### config.mk
export PLATFORM = sky130hd
export DESIGN_NAME = vpic_ctrl
export DESIGN_NICKNAME = d
export VERILOG_FILES = /design/src/hw/vpic_pkg.sv /design/src/hw/vpic_ctrl.sv /design/src/hw/vpic_prio_enc.sv
export SDC_FILE = /design/constraint.sdc
export NUM_CORES = 1
export LEC_CHECK = 0
export BUFFER_PORTS_ARGS = -buffer_cell sky130_fd_sc_hd__clkbuf_2
export CORE_MARGIN = 2
export CORE_UTILIZATION = 55
export CTS_CLUSTER_SIZE = 30
export DETAILED_ROUTE_END_ITERATION = 16
export PLACE_DENSITY = 0.73
export REMOVE_ABC_BUFFERS = 1
export SYNTH_ARGS = -nofsm -noshare
export SYNTH_HDL_FRONTEND = slang
export SYNTH_SLANG_ARGS = --single-unit
export TNS_END_PERCENT = 5
### constraint.sdc
create_clock -name ref_clk_in -period 31.4 [get_ports ref_clk_in]
set_input_delay 0 -clock ref_clk_in [delete_from_list [all_inputs] [get_ports ref_clk_in]]
set_output_delay 0 -clock ref_clk_in [all_outputs]
set_load 0.05 [all_outputs]
### src/hw/vpic_pkg.sv
// Constants and types shared by the vectored interrupt controller
package vpic_pkg;
   // ----------------------------------------
   // Sizes
   // ----------------------------------------
   localparam int NUM_IN = 16;
   localparam int IDX_W = 4;
   localparam int KEY_W = 5;
   localparam int VB_W = 3;
   localparam int VB_LSB = 5;
   localparam int VB_MSB = 7;
   localparam int BYTE_W = 8;
   // ----------------------------------------
   // CPU I/O addresses
   // ----------------------------------------
   localparam logic [7:0] ADDR_LOW = 8'h34;
   localparam logic [7:0] ADDR_HIGH = 8'h35;
   localparam logic [7:0] ADDR_MASK_LOW = 8'h36;
   localparam logic [7:0] ADDR_MASK_HIGH = 8'h37;
   // ----------------------------------------
   // Reset values and fixed codes
   // ----------------------------------------
   localparam logic [15:0] RST_MASK = 16'hFFFF;
   localparam logic [15:0] RST_ZERO = 16'h0000;
   localparam logic [2:0] RST_VB = 3'h0;
   localparam logic [7:0] RD_NONE = 8'h00;
   localparam logic [7:0] RST_VECTOR = 8'h00;
   localparam logic [3:0] LEVEL0_IDX = 4'h0;
   localparam logic [4:0] RST_KEY = 5'h00;
   localparam logic TRIG_LEVEL = 1'h0;
   localparam logic TRIG_EDGE = 1'h1;
   localparam logic GROUP_LOW = 1'h0;
   localparam logic GROUP_HIGH = 1'h1;
   // ----------------------------------------
   // Control modes
   // ----------------------------------------
   typedef enum logic {
      VPIC_NORMAL,
      VPIC_ILLEGAL
   } vpic_mode_e;
endpackage : vpic_pkg

### src/hw/vpic_ctrl.sv
// Sixteen-input vectored interrupt controller with CPU I/O registers
`timescale 1ns/1ps
module vpic_ctrl (
   input wire logic ref_clk_in,
   input wire logic rstn_in,
   input wire logic [15:0] request_input_in,
   input wire logic [7:0] io_addr_in,
   input wire logic [7:0] io_wdata_in,
   input wire logic io_wr_in,
   input wire logic io_rd_in,
   output logic [7:0] io_rdata_out,
   input wire logic ack_from_cpu_n_in,
   input wire logic service_done_n_in,
   output logic cpu_irq_n_out,
   output logic [7:0] vector_out,
   output logic vector_valid_out
);
   // ----------------------------------------
   // State
   // ----------------------------------------
   typedef struct packed {
      logic [15:0] sync1;
      logic [15:0] sync2;
      logic [15:0] sync3;
      logic [15:0] level;
      logic [15:0] edge_pend;
      logic [15:0] trigger_select;
      logic [15:0] group_select;
      logic [15:0] request_mask;
      logic [15:0] in_service_bits;
      logic [2:0] vector_base;
      logic base_written;
      vpic_pkg::vpic_mode_e mode;
      logic ack_prev_n;
      logic done_prev_n;
      logic irq_n;
      logic [7:0] vector;
      logic vector_valid;
      logic [7:0] rdata;
   } vpic_state_s;

   vpic_state_s r;
   vpic_state_s next_r;

   // ----------------------------------------
   // Helpers
   // ----------------------------------------
   function automatic logic [15:0] vpic_onehot(input logic [3:0] idx);
      vpic_onehot = vpic_pkg::RST_ZERO;
      vpic_onehot[idx] = 1'h1;
   endfunction : vpic_onehot

   function automatic logic vpic_hit(input logic [7:0] addr, input logic [7:0] want);
      vpic_hit = (addr == want);
   endfunction : vpic_hit

   // ----------------------------------------
   // Pending requests
   // ----------------------------------------
   logic [15:0] pending_request_bits;
   logic [15:0] eligible;

   genvar g;
   generate
      for (g = 0; g < vpic_pkg::NUM_IN; g++) begin : g_pend
         // Level input follows the pin, edge input follows its latch
         assign pending_request_bits[g] = (r.trigger_select[g] == vpic_pkg::TRIG_EDGE) ?
                                          r.edge_pend[g] : r.level[g];
         assign eligible[g] = pending_request_bits[g] & ~r.request_mask[g];
      end
   endgenerate

   // ----------------------------------------
   // Request filter
   // ----------------------------------------
   logic [15:0] level_next;

   generate
      for (g = 0; g < vpic_pkg::NUM_IN; g++) begin : g_filt
         // A glitch seen by one stage only never reaches the request logic
         assign level_next[g] = (r.sync2[g] == r.sync3[g]) ? r.sync3[g] : r.level[g];
      end
   endgenerate

   // ----------------------------------------
   // CPU strobe edges
   // ----------------------------------------
   logic ack_fall;
   logic done_fall;

   // Strobes share this clock, so an edge is a change against last cycle
   assign ack_fall = r.ack_prev_n && !ack_from_cpu_n_in;
   assign done_fall = r.done_prev_n && !service_done_n_in;

   // ----------------------------------------
   // Register decode
   // ----------------------------------------
   logic wr_low;
   logic wr_high;
   logic wr_mask_low;
   logic wr_mask_high;

   // Write-only halves share an address with reads; the base flag steers them
   assign wr_low = io_wr_in && vpic_hit(io_addr_in, vpic_pkg::ADDR_LOW);
   assign wr_high = io_wr_in && vpic_hit(io_addr_in, vpic_pkg::ADDR_HIGH);
   assign wr_mask_low = io_wr_in && vpic_hit(io_addr_in, vpic_pkg::ADDR_MASK_LOW);
   assign wr_mask_high = io_wr_in && vpic_hit(io_addr_in, vpic_pkg::ADDR_MASK_HIGH);

   // ----------------------------------------
   // Arbitration
   // ----------------------------------------
   logic win_found;
   logic [4:0] win_key;
   logic isr_found;
   logic [4:0] isr_key;
   logic outranks;

   vpic_prio_enc u_win (
      .req_in(eligible),
      .group_in(r.group_select),
      .found_out(win_found),
      .key_out(win_key)
   );

   vpic_prio_enc u_isr (
      .req_in(r.in_service_bits),
      .group_in(r.group_select),
      .found_out(isr_found),
      .key_out(isr_key)
   );

   // Nesting: a request must beat the highest level now in service
   assign outranks = win_found && (!isr_found || win_key > isr_key);

   // ----------------------------------------
   // Next state
   // ----------------------------------------
   always_comb begin
      logic [15:0] rise;
      logic [15:0] edge_clr;
      logic [15:0] isr_set;
      logic [15:0] isr_clr;
      rise = vpic_pkg::RST_ZERO;
      edge_clr = vpic_pkg::RST_ZERO;
      isr_set = vpic_pkg::RST_ZERO;
      isr_clr = vpic_pkg::RST_ZERO;
      next_r = r;

      // Pins are asynchronous; a change counts once stages two and three agree
      next_r.sync1 = request_input_in;
      next_r.sync2 = r.sync1;
      next_r.sync3 = r.sync2;
      next_r.level = level_next;
      rise = next_r.level & ~r.level;

      // Last strobe levels, for the edge detectors
      next_r.ack_prev_n = ack_from_cpu_n_in;
      next_r.done_prev_n = service_done_n_in;

      // Acknowledge
      if (ack_fall) begin
         if (r.mode == vpic_pkg::VPIC_NORMAL && outranks) begin
            isr_set = vpic_onehot(win_key[3:0]);
            if (r.trigger_select[win_key[3:0]] == vpic_pkg::TRIG_EDGE) begin
               edge_clr = vpic_onehot(win_key[3:0]);
            end
            next_r.vector = {r.vector_base, win_key[3:0], 1'h0};
         end else begin
            // Request vanished: level-0 vector, nothing put in service
            next_r.vector = {r.vector_base, vpic_pkg::LEVEL0_IDX, 1'h0};
            next_r.mode = vpic_pkg::VPIC_ILLEGAL;
         end
      end
      next_r.vector_valid = !ack_from_cpu_n_in && (r.vector_valid || ack_fall);

      // End of service
      if (done_fall) begin
         case (r.mode)
            vpic_pkg::VPIC_ILLEGAL: begin
               next_r.mode = vpic_pkg::VPIC_NORMAL;
            end
            vpic_pkg::VPIC_NORMAL: begin
               if (isr_found) begin
                  isr_clr = vpic_onehot(isr_key[3:0]);
               end
            end
            default: begin
               next_r.mode = vpic_pkg::VPIC_NORMAL;
            end
         endcase
      end
      next_r.in_service_bits = (r.in_service_bits & ~isr_clr) | isr_set;

      // A new edge in the clearing cycle is kept: set wins over clear
      next_r.edge_pend = (r.edge_pend & ~edge_clr) | (rise & r.trigger_select);

      // Interrupt line; illegal state holds it off entirely
      next_r.irq_n = !(outranks && r.mode == vpic_pkg::VPIC_NORMAL);

      // Register writes
      // Ordering is software's duty; a late trigger write lands in group select
      if (wr_low) begin
         if (!r.base_written) begin
            next_r.trigger_select[7:0] = io_wdata_in;
         end else begin
            next_r.group_select[7:0] = io_wdata_in;
         end
      end
      if (wr_high) begin
         if (!r.base_written) begin
            next_r.trigger_select[15:8] = io_wdata_in;
         end else begin
            next_r.group_select[15:8] = io_wdata_in;
         end
      end
      if (wr_mask_low) begin
         next_r.request_mask[7:0] = io_wdata_in;
      end
      if (wr_mask_high) begin
         if (!r.base_written) begin
            next_r.vector_base = io_wdata_in[vpic_pkg::VB_MSB:vpic_pkg::VB_LSB];
            next_r.base_written = 1'h1;
         end else begin
            next_r.request_mask[15:8] = io_wdata_in;
         end
      end

      // Register reads: answer lands one cycle after the strobe and holds
      if (io_rd_in) begin
         if (vpic_hit(io_addr_in, vpic_pkg::ADDR_LOW)) begin
            next_r.rdata = r.in_service_bits[7:0];
         end else if (vpic_hit(io_addr_in, vpic_pkg::ADDR_HIGH)) begin
            next_r.rdata = r.in_service_bits[15:8];
         end else if (vpic_hit(io_addr_in, vpic_pkg::ADDR_MASK_LOW)) begin
            next_r.rdata = r.request_mask[7:0];
         end else if (vpic_hit(io_addr_in, vpic_pkg::ADDR_MASK_HIGH)) begin
            next_r.rdata = r.request_mask[15:8];
         end else begin
            next_r.rdata = vpic_pkg::RD_NONE;
         end
      end
   end

   // ----------------------------------------
   // Registers
   // ----------------------------------------
   always_ff @(posedge ref_clk_in or negedge rstn_in) begin
      if (!rstn_in) begin
         r.sync1 <= vpic_pkg::RST_ZERO;
         r.sync2 <= vpic_pkg::RST_ZERO;
         r.sync3 <= vpic_pkg::RST_ZERO;
         r.level <= vpic_pkg::RST_ZERO;
         r.edge_pend <= vpic_pkg::RST_ZERO;
         r.trigger_select <= vpic_pkg::RST_ZERO;
         r.group_select <= vpic_pkg::RST_ZERO;
         r.request_mask <= vpic_pkg::RST_MASK;
         r.in_service_bits <= vpic_pkg::RST_ZERO;
         r.vector_base <= vpic_pkg::RST_VB;
         r.base_written <= 1'h0;
         r.mode <= vpic_pkg::VPIC_NORMAL;
         // Idle strobes read high, so no false edge after release
         r.ack_prev_n <= 1'h1;
         r.done_prev_n <= 1'h1;
         r.irq_n <= 1'h1;
         r.vector <= vpic_pkg::RST_VECTOR;
         r.vector_valid <= 1'h0;
         r.rdata <= vpic_pkg::RD_NONE;
      end else begin
         r <= next_r;
      end
   end

   // ----------------------------------------
   // Outputs
   // ----------------------------------------
   assign io_rdata_out = r.rdata;
   assign cpu_irq_n_out = r.irq_n;
   assign vector_out = r.vector;
   assign vector_valid_out = r.vector_valid;
endmodule : vpic_ctrl

### src/hw/vpic_prio_enc.sv
// Priority encoder: highest group first, then highest input number
`timescale 1ns/1ps
module vpic_prio_enc (
   input wire logic [15:0] req_in,
   input wire logic [15:0] group_in,
   output logic found_out,
   output logic [4:0] key_out
);
   // ----------------------------------------
   // Search
   // ----------------------------------------
   // Key is {group, index}, so one compare covers both orderings
   always_comb begin
      logic [4:0] k;
      k = vpic_pkg::RST_KEY;
      found_out = 1'h0;
      key_out = vpic_pkg::RST_KEY;
      for (int i = 0; i < vpic_pkg::NUM_IN; i++) begin
         k = {group_in[i], 4'(i)};
         if (req_in[i] && (!found_out || k > key_out)) begin
            found_out = 1'h1;
            key_out = k;
         end
      end
   end
endmodule : vpic_prio_enc

* Word level (Yosys, flattened, before mapping)
Index checks and enable logic that the tools add are counted.
** Storage, ports and cells
- Flip-flop bits (word level) :: 169
- Bits of input ports :: 38
- Output and inout bits :: 18
- Logic and storage cells :: 351
** Cells by class
- Order comparisons :: 35
- Equal/unequal tests :: 20
- Bitwise gates (word level) :: 43
- Muxes and demuxes :: 119
- Reduce and logical (&&, ||, !) cells :: 113
** Operators with widths (number)
- 5-bit two-way mux :: 33
- 5-bit > comparator :: 31
- 16-bit two-way mux :: 8
- 1-bit two-way mux :: 71
- 16-bit bitwise AND :: 4
- 16-bit inverter :: 3
- 1-bit logical AND :: 41
- 1-bit logical NOT :: 34
- 8-bit by 6-bit == test with 1-bit output (second input constant) :: 4
- 1-bit logical OR :: 32
- 8-bit two-way mux :: 4
- 16-bit OR :: 2
- 1-bit inverter :: 18
- 1-bit bitwise AND :: 16
- 1-bit == test :: 16
- 2-bit AND reduction :: 6
- 4-bit by 5-bit < comparator with 1-bit output (second input constant) :: 2
- 1-bit demux with 4-bit select :: 2
- 4-bit by 1-bit >= comparator with 1-bit output (second input constant) :: 2
- 1-bit binary-select mux with 4-bit select :: 1

* Logic depth before layout (Yosys ltp)
Gate-level depths: netlist of the first run.
- Depth after elaboration :: 73
- Gate-level depth with buffers :: 72
- Mapped depth without buffers :: 70

* Hierarchy
Synthesis of the first run repeated with hierarchy kept, for this count alone.
** Second synthesis, totals
- Cells, all modules :: 790
- Area, all modules :: 8745.9 um^2
** Modules (own cells, without submodules)
- vpic_ctrl :: area an instance 7014.2 um^2, cells each 538, seq. area each 4227.8 um^2, times used 1
- vpic_prio_enc :: area an instance 865.8 um^2, cells each 126, seq. area each 0.0 um^2, times used 2

* Worst setup path before layout of the first run
Ideal clock, no wire load.
- Kind :: register to register
- Start :: register r[74] (netlist name)
- End :: register r[100] (netlist name)
- Cell stages (with the launch flop) :: 72
- Path buffers :: 2
- Setup slack :: 17542 ps
- Data required time :: 31271 ps
- Setup time :: 129 ps
- Period minus slack after synthesis :: 13858 ps
- Data arrival time :: 13729 ps
- Path through :: dfrtp_1 mux2_2 a32oi_1 nand2_1 inv_1 ha_1 or2_2 o21a_1 o21ai_0 ha_1 nor2_1 nor2_1 a31oi_1 nand2_1 nand2_1 ha_1 nor2_1 nor3_1 [... 36 more ...] ha_1 o31ai_1 o211a_1 o31a_1 buf_4 inv_2 ha_1 nor2b_1 o21a_1 o21a_1 o21ai_0 a22oi_1 o211ai_1 or2_2 clkbuf_1 a211o_1 a31oi_1 a21oi_1
** RTL lines
- from (decl) :: RTL line vpic_ctrl.sv:42 : vpic_state_s r;
- from (signal assigned) :: RTL line vpic_ctrl.sv:269 : r <= next_r;

==> run summary, run 1 <==
The run finished with clean final reports. The data arrival time of the critical path is 16.43 ns, and the number of buffers inserted by port buffering is 54. The area inside the core boundary is 15700 sq um. The most numerous cell type found on the critical path is ha_1.

Startpoint-to-endpoint class of the critical path: reg2reg. The logs give 6691 for the via count of the first global-routing pass and 168 for the number of clock sinks. Detailed routing inserted a total of 6988 vias. The power per standard cell area is 76.1 nW/um^2. The worst setup path is captured at a register. Setup violations remaining at the end of the flow were counted as 0. By area the synthesized netlist is led by dfrtp_1 43%, mux2_2 6.6%, dfstp_2 5.7%. The async set or reset register ratio after synthesis works out to 1.00.

Among all stages on the critical path, the largest delay is contributed by o31ai_1. The logs give 0.373 for the relative slew slack and 0.555 for the initial standard-cell utilization of the core. The synthesized design contains 168 register bits.

The final cycle utilization of the critical path is 0.514, and the fraction of layout instances using a drive strength above 1 is 0.198. The routed length per instance is 20.4 um. VDD sags by at most 0.0000476 V. The netlist uses 81 different library cells. Pin placement for this block handled 56 I/O pins. The logs give 0.291 for the global-route usage over all layers and 0 for the DRC violations left. At the pin with the least slew margin, the transition time is 0.936 ns. The cell taking the most area after synthesis is dfrtp_1. The residual antenna-violating net count after detailed routing is 0, and the number of levels in the clock H-tree is 4. The die span in y was 130 um; the synthesized-area fraction occupied by ao, oa, aoi and oai cells was 0.188. Buffers added to address setup during post-CTS repair amount to 0. The synthesized netlist occupies a cell area of 8720 sq um. The clock reaches the later pin of the worst-skew pair after 0.42 ns. The tools report the post-cts sizing count as 0.

The root buffer cell is clkbuf_16. The die covers 16900 sq um. Critical path startpoint category: a register. For the fill cell total of the finished layout, the log shows 1297. The first global-routing pass estimated 36.8 mm of wire.

The commonest cells after synthesis are 149 x dfrtp_1, 79 x o21ai_0, 70 x nand2_1. The most frequently used flop master after synthesis is dfrtp_1. During synthesis, Yosys emitted a total of 0 warnings.

The run gives 0 as the final number of hold-violating endpoints. The post-synthesis xor/xnor area fraction is 0, and the HPWL reported at the end of detailed placement is 17.1 mm. The area fraction in and, or, nand and nor cells after synthesis came out at 0.133. Among all cell types in the netlist, the one instantiated most often is dfrtp_1.

Data on the critical path is required at its endpoint by 31.70 ns. The delay of the slowest cell on the worst path came out at 0.68 ns. The CTS clock-pin slew for the worst setup and hold paths is 0.06 ns, and the number of max-capacitance violations reported is 0.

For this run, the post-layout net count is 972. By area, the combinational part of the netlist is dominated by compound AO/OA/AOI/OAI gates. The pre-antenna-repair detailed-routing pass consisted of 5 iterations.

The first routing iteration left 492 violations. Largest clock skew in the final design: 0.00799 ns. The final weighted congestion in routability-driven placement is 1.02. The area share of the leading cell type in the synthesized netlist was 0.428.

TritonCTS built the clock tree. The logs give 0 for the initial antenna violation count and 0 ns for the setup TNS. After floorplanning, the core was divided into 46 placement rows. Dividing the detail-routed via count by the number of cells gives 6.15. Setup repair after global routing left no endpoint under its margin. In this run the horizontal extent of the chip is 130 um.

0 antenna diodes ended up in the layout. The mux share of post-synthesis cell area was 0.0994. After detailed routing, the total wire length is 23.2 mm.

The tools report the number of pins with negative max-slew slack in the final report as 0. Summing internal, switching and leakage power gives 760 uW. For this design the static power due to leakage is 4.44 nW.

In the synthesized netlist, the number of instances is 831. Entering global routing, the biggest net connects 98 pins. The run gives 2 as the maximum buffer depth of the clock tree. The part of the Yosys area used for sequential elements came out at 0.485.

The post-synthesis area per instance was 10.5 sq um; the total CTS buffers was 17. The total congestion overflow is 0. The time the worst path needs with I/O delays and setup came out at 16.13 ns. Path type of the worst min-delay path: in2reg. The adder-cell share of the synthesized area is 0.0548, and the upper clock frequency limit is 0.0620 GHz. The area growth from synthesis to layout works out to 14.4%.

The biggest fanout along the worst timing path was 9. The count of flip-flops with a built-in enable after synthesis was 0.
[kinds of logic after synthesis]
kind of cell	count (synthesis)
other	1
AOI/OAI and AO/OA	237
DFF	168
muxes	78
adders and majority gates	41
buffers and inverters	74
and+or+nand+nor	232
[state kept, by name, indices dropped and copies added (netlist names)]
name,count
io_rdata_out,8
vector_valid_out,1
r,119
next_r,32
vector_out,7
cpu_irq_n_out,1
[power by group]
| part | switching, mW | total [mW] | leakage (nW) | internal [mW] |
|---|---|---|---|---|
| clock network | 0.0870 | 0.197 | 0.277 | 0.110 |
| registers | 0.0246 | 0.264 | 2.05 | 0.240 |
| logic | 0.193 | 0.298 | 2.12 | 0.105 |
| total | 0.304 | 0.760 | 4.44 | 0.455 |
[per-stage QoR]
| stage | utilization | cells | area, sq um | setup WS [ns] | hold slack (ns) |
|---|---|---|---|---|---|
| after CTS | 0.635 | 1136 | 9970 | 15.51 | 0.0326 |
| final | 0.635 | 1136 | 9970 | 15.27 | 0.0558 |
| after global routing | 0.635 | 1136 | 9970 | 14.07 | 0.0846 |
| after floorplan | - | 800 | 8540 | 17.56 | -0.296 |
| after detailed placement | 0.581 | 1075 | 9130 | 15.60 | 0.102 |
| after global placement | 0.581 | 1075 | 9130 | 15.98 | 0.0995 |
[layer usage]
metal  vias to the layer above  GRT usage  wire, um
met5                         -          0         0
met4                         0     0.0968       632
met3                        33     0.0705      1970
met2                       316      0.438     10500
met1                      3393      0.416     10100
li1                       3246          -         -
[path summary, 6_finish.rpt]
kind                            cells past startpoint          start  slack (ns)          end
worst max-delay path                               69          r[74]       15.27        r[98]
min in group asynchronous                           2        rstn_in        0.23  next_r[138]
worst max register to register                     69          r[74]       15.27        r[98]
worst min register to register                      0    next_r[152]        0.35  next_r[136]
max in group asynchronous                           3        rstn_in       29.73        r[69]
worst min-delay path                                3  io_addr_in[0]        0.06        r[21]
[worst max-delay path, delay by kind of cell, from the launching register on]
kind	cells	cell delay (ns)
compound gates	31	7.38
fa+ha+maj	12	3.30
buf+inv	4	0.31
flops	1	0.37
mux	6	1.68
simple gates	16	2.94
[cell usage in the layout, fill, tap and decap left out, types with 7 or more instances in the layout]
cell / count
o31ai_1: 13
clkbuf_2: 53
nand3_1: 19
o21a_1: 8
dfrtp_1: 149
and2_1: 7
nand4b_1: 7
clkbuf_16: 17
maj3_1: 14
o21ai_0: 79
a21o_1: 8
mux2_2: 51
nand2b_1: 8
nor3_1: 12
inv_1: 42
a31oi_1: 8
nor2b_1: 9
a21oi_1: 27
or3_1: 7
dfstp_2: 19
nor2_1: 54
o211ai_1: 13
mux2i_1: 23
nand2_1: 70
ha_1: 27
dlygate4sd3_1: 29
[layout make-up]
type	instances	area (sq um)	area share
clock buffer	19	433	0.0434
clock inverter	13	123	0.0123
inverter	43	161	0.0162
multi-input combinational	589	4160	0.417
sequential	168	4230	0.424
tap	216	270	0.0271
timing repair buffer	88	604	0.0606
[what timing repair did]
action,in CTS,in global routing
hold buffers,29,0
hold endpoints to repair,127,0
endpoints found under the setup margin,0,0
Note: power is estimated with default switching activity, not from simulation.
==> run 2: changes to the inputs <==
- PLACE_DENSITY: 0.73 -> 0.76
- clock period: 31.4 -> 13.86 ns (I/O delays scaled with it)
==> run 2 against run 1 <==
Effect of this change:
- critical path depth shrank 2
- sequential share of layout area decreased by 3.3 points
- die area did not move
- register-to-register slack worse by 15 ns
- cell count grew 5.6%
- combinational power increased to 3.3 times the previous value
- non-clock buffer count grew 64
- count of clock-buffer cells in the layout unchanged
- sequential cell count unchanged
- utilization up 5.3 points
- routed wire length is 7.4% higher
- critical path type unchanged
- largest power group unchanged
==> run summary, run 2 (synthesized netlist as in run 1, its figures left out) <==
The most flop-heavy register is r (unchanged). For the final-report setup violation count, the log shows 0 (unchanged). The flow ran to the end, and the final reports show no timing, DRC or antenna violations.

The final number of hold-violating endpoints is 0 (unchanged). End point of the worst hold path: r[21] (unchanged). The DRC violations left was 0 (unchanged); the detailed route wirelength on metal2 was 11.7 mm (was 10.5 mm). The width of the chip is 130 um (unchanged). The routed length per instance was 20.8 um (was 20.4 um); the total number of placement rows was 46 (unchanged). The run gives 10800 sq um (was 9970 sq um) as the area of all placed cells without fillers. The logs give 0 (unchanged) for the number of max-capacitance violations reported and 0.951 (was 1.02) for the final weighted congestion in routability-driven placement.

The path type of the worst min-delay path is in2reg (unchanged). The data arrival time of the critical path was 13.75 ns (was 16.43 ns). The wire length on met3 came out at 1.87 mm (was 1.97 mm).

The measured slew at the worst slew-check pin was 1.35 ns (was 0.936 ns). The tools report the critical path startpoint category as a register (unchanged). Total congestion overflow: 0 (unchanged).

The per-cell via count in the routed design is 6.12 (was 6.15). Setup TNS: 0 ns (unchanged). Capturing point of the worst reg2reg path: r[96] (was r[98]). The power per standard cell area was 190 nW/um^2 (was 76.1 nW/um^2).

Highest-count cells in the layout ignoring fill and taps: 148 x dfrtp_1, 68 x nand2_1, 68 x o21ai_0, 67 x buf_4, 53 x clkbuf_2 (was 149 x dfrtp_1, 79 x o21ai_0, 70 x nand2_1, 54 x nor2_1, 53 x clkbuf_2). The logs give 0.43 ns (was 15.27 ns) for the flop-to-flop setup slack and 7345 (was 6988) for the total number of vias. For the initial standard-cell utilization of the core, the log shows 0.555 (unchanged). Number of levels in the clock H-tree: 4 (unchanged).

For the HPWL reported at the end of detailed placement, the log shows 17.5 mm (was 17.1 mm). The upper clock frequency limit is 0.0744 GHz (was 0.0620 GHz), and the final wirelength is 24.9 mm (was 23.2 mm). The leading cell type in the layout, fill and taps excluded is dfrtp_1 (unchanged). The number of cells on the worst hold path came out at 3 (unchanged).

The global-route usage over all layers is 0.297 (was 0.291). The area enclosed by the die boundary was 16900 sq um (unchanged); the largest net degree at the start of global routing was 93 (was 98). The logs give 14.18 ns (was 31.70 ns) for the data required time at the worst endpoint and 593 (was 492) for the iteration-0 DRC count of the detailed router. The critical path capture point type was a register (unchanged). The time the worst path needs with I/O delays and setup is 13.43 ns (was 16.13 ns). The logs give 0 (unchanged) for the diode insertion count for antenna repair and 0 (unchanged) for the initial antenna violation count. The final cycle utilization of the critical path works out to 0.969 (was 0.514). Root buffer cell: clkbuf_16 (unchanged). The cell type with the highest occurrence count on the critical path was ha_1 (unchanged).

The reported leakage power was 4.80 nW (was 4.44 nW); the die span in y was 130 um (unchanged). Setup repair after global routing could not meet its margin everywhere. The start of the worst register-to-register path was r[74] (unchanged).

The fraction of layout instances using a drive strength above 1 works out to 0.294 (was 0.198). Residual antenna-violating net count after detailed routing: 0 (unchanged). The logs give 17 (unchanged) for the total CTS buffers and 9410 sq um (was 9130 sq um) for the post-place instance area.

The largest clock skew in the final design was 0.0115 ns (was 0.00799 ns); the number of top-level pins was 56 (unchanged). TritonCTS built the clock tree. The tools report the source of the worst hold timing path as io_addr_in[0] (unchanged). The depth of the most critical reg-to-reg path came out at 67 (was 69). The worst-case vdd ir drop was 0.0000957 V (was 0.0000476 V); the delay of the slowest cell on the worst path was 0.43 ns (was 0.68 ns).

The maximum buffer depth of the clock tree is 2 (unchanged), and the global-route wire length before repair is 37.5 mm (was 36.8 mm). Number of clock sinks: 168 (unchanged). CTS clock-pin slew for the worst setup and hold paths: 0.07 ns (was 0.06 ns).

The relative slew slack was 0.0924 (was 0.373); the area growth from synthesis to layout was 24.0% (was 14.4%). The cell with the biggest individual delay on the critical path is or3_4 (was o31ai_1). The number of flip-flops under the largest register name works out to 119 (unchanged). The final core utilization was 0.688 (was 0.635). The run gives 0 (unchanged) as the number of pins with negative max-slew slack in the final report. The top routing layer in use was met4 (unchanged).

The routed metal-1 wirelength was 10.7 mm (was 10.1 mm); the number of buffers inserted by port buffering was 54 (unchanged). The clock latency of the later-clocked register in the worst-skew pair was 0.44 ns (was 0.42 ns); the biggest fanout along the worst timing path was 7 (was 9). The startpoint-to-endpoint class of the critical path was reg2reg (unchanged).

The area inside the core boundary was 15700 sq um (unchanged). The logs give 1036 (was 972) for the layout net count and 5 (unchanged) for the first-pass detailed-route iteration total. For the via count of the first global-routing pass, the log shows 6855 (was 6691).
run 2: how the worst max path moves through the flow:
stage	start	end	slack [ns]
floorplan	r[74]	r[100]	0.02
global placement	r[74]	r[96]	0.12
detailed placement	r[74]	r[96]	-0.27
CTS	r[74]	r[32]	0.02
global route	r[74]	r[96]	-0.17
finish	r[74]	r[96]	0.43
run 2: what timing repair did:
action | in CTS | in global routing
setup endpoints to repair | 28 | 38
gates resized for setup | 7 | 64
hold buffers | 29 | 0
endpoints found under the hold margin | 129 | 0
gates cloned | 0 | 0
setup buffers | 6 | 21
pin swaps | 3 | 30
run 2: layer usage:
layer  vias to the layer above  track usage
li1                       3360            -
met1                      3585        0.421
met2                       348        0.458
met3                        52       0.0603
met4                         0        0.106
met5                         -            0
run 2: area by class of cell:
class / instances / area (sq um)
clock buffers: 19 / 453
well taps: 216 / 270
fillers: 1164 / 4900
inverters: 43 / 161
repair buffers: 152 / 1090
flip-flops and latches: 168 / 4230
clock inverters: 13 / 155
multi-input cells: 589 / 4450
run 2: critical path, delay by kind of cell (launching register included):
family	cells	cell delay, ns
AO/OA/AOI/OAI	27	5.32
adder cells (fa/ha/maj)	12	3.04
AND/OR/NAND/NOR	18	2.73
multiplexers	6	1.58
flip-flops	1	0.41
buffers and inverters	4	0.24
run 2: through the flow:
stage                     setup WS (ns)  total power [mW]  std cells  hold slack (ns)
after floorplan                  0.0225              1.05        800           -0.296
after global placement            0.125              1.34       1112           0.0990
after detailed placement         -0.267              1.36       1112            0.100
after CTS                        0.0230              1.88       1179           0.0520
after global routing             -0.167              2.16       1200            0.106
final                             0.425              2.05       1200           0.0854
run 2: power by group:
group / internal, mW / total [mW] / switching [mW]
Sequential: 0.543 / 0.593 / 0.0501
Combinational: 0.413 / 0.973 / 0.560
Clock: 0.280 / 0.488 / 0.208
Total: 1.24 / 2.05 / 0.818
==> run 3: changes to the inputs <==
- CORE_UTILIZATION: 55 -> 35
- PLACE_DENSITY: 0.76 -> unset
==> run 3 against run 2 <==
Effect of this change:
- first-iteration DRC count shrank 12%
- hold slack worse by 0.024 ns
- clock power fell by 11%
- die area up 55%
- sequential power hardly changed
- fmax rose by 1.2%
- critical path depth up 2
- design area is 0.94% higher
- sequential cell count unchanged
- utilization is 24 points lower
- critical path type unchanged
- largest cell class unchanged
- largest power group unchanged
- highest routed layer unchanged
==> run summary, run 3 (synthesized netlist as in run 1, its figures left out) <==
The power per standard cell area is 180 nW/um^2 (was 190 nW/um^2). The most flop-heavy register was r (unchanged). The initial antenna violation count is 0 (unchanged), and the share of power burned in combinational logic is 0.477 (was 0.474). For the total congestion overflow, the log shows 0 (unchanged).

The number of clock sinks is 168 (unchanged). The diode insertion count for antenna repair was 0 (unchanged). The layout net count is 1045 (was 1036), and the data arrival time of the critical path is 13.58 ns (was 13.75 ns).

The run gives 103 (was 93) as the largest net degree at the start of global routing. The run gives 26200 sq um (was 16900 sq um) as the area enclosed by the die boundary. The tools report the number of max-capacitance violations reported as 0 (unchanged). The DRC violations left came out at 0 (unchanged). The tools report the critical path startpoint category as a register (unchanged). The fraction of power spent switching nets is 0.397 (was 0.398), and the number of pins with negative max-slew slack in the final report is 0 (unchanged). The run gives 14.17 ns (was 14.18 ns) as the data required time at the worst endpoint. The leading cell type in the layout, fill and taps excluded is dfrtp_1 (unchanged). The delay of the slowest cell on the worst path is 0.44 ns (was 0.43 ns), and the post-route non-filler standard cell count is 1316 (was 1200). The run gives 0.220 (was 0.238) as the clock group share of total power.

The cell type group with the largest total delay on the critical path was compound AO/OA/AOI/OAI gates (unchanged). The first-pass detailed-route iteration total came out at 7 (was 5). The HPWL reported at the end of detailed placement was 18.7 mm (was 17.5 mm).

The residual antenna-violating net count after detailed routing was 0 (unchanged). The run gives 1236 (was 1112) as the instance count after placement with tap cells included. The tools report the initial standard-cell utilization of the core as 0.358 (was 0.555). The tools report the worst setup path startpoint as r[90] (was r[74]).

The root buffer cell was clkbuf_16 (unchanged). The logs give 0.211 (was 0.0924) for the relative slew slack and 0 (unchanged) for the final number of hold-violating endpoints. The total number of vias is 7092 (was 7345), and the biggest fanout along the worst timing path is 5 (was 7).

Buffering stage count on the worst path with inverters included: 5 (was 4). The total CTS buffers was 17 (unchanged); the largest clock skew in the final design was 0.0101 ns (was 0.0115 ns). The routed length per instance is 19.3 um (was 20.8 um). TritonCTS built the clock tree. The flop-to-flop setup slack was 0.59 ns (was 0.43 ns); the logic depth of the worst path, buffers included was 69 (was 67).

For the global-route wire length before repair, the log shows 39.7 mm (was 37.5 mm). The tools report the reported leakage power as 4.78 nW (was 4.80 nW). The upper clock frequency limit came out at 0.0754 GHz (was 0.0744 GHz). Highest-count cells in the layout ignoring fill and taps: 148 x dfrtp_1, 78 x buf_4, 70 x nand2_1, 69 x o21ai_0, 53 x clkbuf_2 (was 148 x dfrtp_1, 68 x nand2_1, 68 x o21ai_0, 67 x buf_4, 53 x clkbuf_2).

The number of levels in the clock H-tree was 4 (unchanged). The number of buffers inserted by port buffering is 54 (unchanged). Depth of the most critical reg-to-reg path: 69 (was 67). The fraction of layout instances using a drive strength above 1 came out at 0.294 (about the same).

The path type of the worst min-delay path was in2reg (unchanged). The tools report the capturing point of the worst reg2reg path as r[96] (unchanged). The CTS clock-pin slew for the worst setup and hold paths was 0.07 ns (about the same). The flow ran to the end, and the final reports show no timing, DRC or antenna violations. The tools report the global-route usage over all layers as 0.197 (was 0.297). The tools report the final-report setup violation count as 0 (unchanged). The logs give 1.96 mW (was 2.05 mW) for the total power after layout and 779 uW (was 818 uW) for the power dissipated by switching net loads. The final cycle utilization of the critical path was 0.957 (was 0.969); the final weighted congestion in routability-driven placement was 0.933 (was 0.951). The critical path capture point type is a register (unchanged).

The run gives 0.43 ns (was 0.44 ns) as the clock latency of the later-clocked register in the worst-skew pair. The iteration-0 DRC count of the detailed router was 519 (was 593). The internal cell power was 1.18 mW (was 1.24 mW); the area growth from synthesis to layout was 25.2% (was 24.0%). The tools report the worst-case vdd ir drop as 0.0000941 V (was 0.0000957 V). The width of the chip is 162 um (was 130 um), and the die span in y is 162 um (was 130 um). The number of flip-flops under the largest register name came out at 119 (unchanged). Capturing element of the worst setup path: r[96] (unchanged).

The via count of the first global-routing pass is 6870 (was 6855), and the area inside the core boundary is 24400 sq um (was 15700 sq um). The number of top-level pins came out at 56 (unchanged). The cell with the biggest individual delay on the critical path is dfrtp_1 (was or3_4). The per-cell via count in the routed design is 5.39 (was 6.12), and the maximum buffer depth of the clock tree is 2 (unchanged). The tools report the sequential fraction of design power as 0.303 (was 0.289).

The cell type with the highest occurrence count on the critical path is ha_1 (unchanged). Setup repair after global routing could not meet its margin everywhere. The measured slew at the worst slew-check pin came out at 1.18 ns (was 1.35 ns).

The final wirelength is 25.4 mm (was 24.9 mm). The startpoint-to-endpoint class of the critical path is reg2reg (unchanged). The start of the worst register-to-register path was r[90] (was r[74]). The total number of placement rows was 57 (was 46). The time the worst path needs with I/O delays and setup came out at 13.27 ns (was 13.43 ns).
[run 3: cell types whose count changed in the layout (fill, tap and decap cells not counted), sizes merged]
cell,change
inv,-5
clkbuf,+3
clkinv,+2
buf,+9
bufinv,-2
clkinvlp,+1
[run 3: per-layer routing]
layer	GRT usage	up-vias	part of all wire
met5	0	-	0
met4	0.0623	0	0.021
met3	0.0281	32	0.047
met2	0.322	198	0.47
met1	0.270	3481	0.46
li1	-	3381	-
[run 3: final cells by class]
class | instances | area [sq um]
clock buffer | 22 | 454
clock inverter | 9 | 71.3
fill | 2323 | 13500
inverter | 43 | 161
multi-input combinational | 589 | 4440
sequential | 168 | 4230
tap | 324 | 405
timing repair buffer | 161 | 1150
[run 3: repair_timing]
item	4_1_cts	5_1_grt
pin swaps	0	21
buffers inserted	6	14
endpoints found under the setup margin	32	38
hold endpoints to repair	128	0
hold buffers	29	0
gates resized for setup	10	57
[run 3: worst min path at each step]
stage                       from               to  slack [ns]  cells past startpoint
2_1_floorplan            rstn_in  io_rdata_out[0]       -0.30                      0
3_3_place_gp   service_done_n_in            r[18]         0.1                      1
3_5_place_dp   service_done_n_in            r[18]         0.1                      1
4_1_cts            io_addr_in[0]            r[21]        0.05                      3
5_1_grt            io_addr_in[0]            r[21]        0.11                      3
6_report           io_addr_in[0]            r[21]        0.06                      3
[run 3: worst reg2reg max path: cells and delay by family, from the launching register on]
kind / cells / cell delay, ns
compound gates: 29 / 5.25
fa+ha+maj: 12 / 2.88
buf+inv: 5 / 0.40
flops: 1 / 0.44
mux: 6 / 1.74
simple gates: 17 / 2.45
[run 3: stage by stage]
| step | setup TNS [ns] | area (sq um) | util | hold WS (ns) | worst slack, ns |
|---|---|---|---|---|---|
| 3_3_place_gp | 0 | 9660 | 0.396 | 0.0998 | 0.0117 |
| 4_1_cts | 0 | 10600 | 0.433 | 0.0534 | 0.00858 |
| 2_1_floorplan | 0 | 8540 | - | -0.296 | 0.0225 |
| 6_report | 0 | 10900 | 0.447 | 0.0618 | 0.590 |
| 5_1_grt | -0.735 | 10900 | 0.447 | 0.105 | -0.0859 |
| 3_5_place_dp | -4.10 | 9660 | 0.396 | 0.0991 | -0.326 |
[run 3: power by group through the flow]
stage               Sequential (mW)  Clock [mW]  Combinational, mW
floorplan                     0.608           0              0.446
finish                        0.593       0.432              0.935
global route                  0.600       0.462               1.01
CTS                           0.590       0.440              0.824
detailed placement            0.598           0              0.802
global placement              0.597           0              0.796
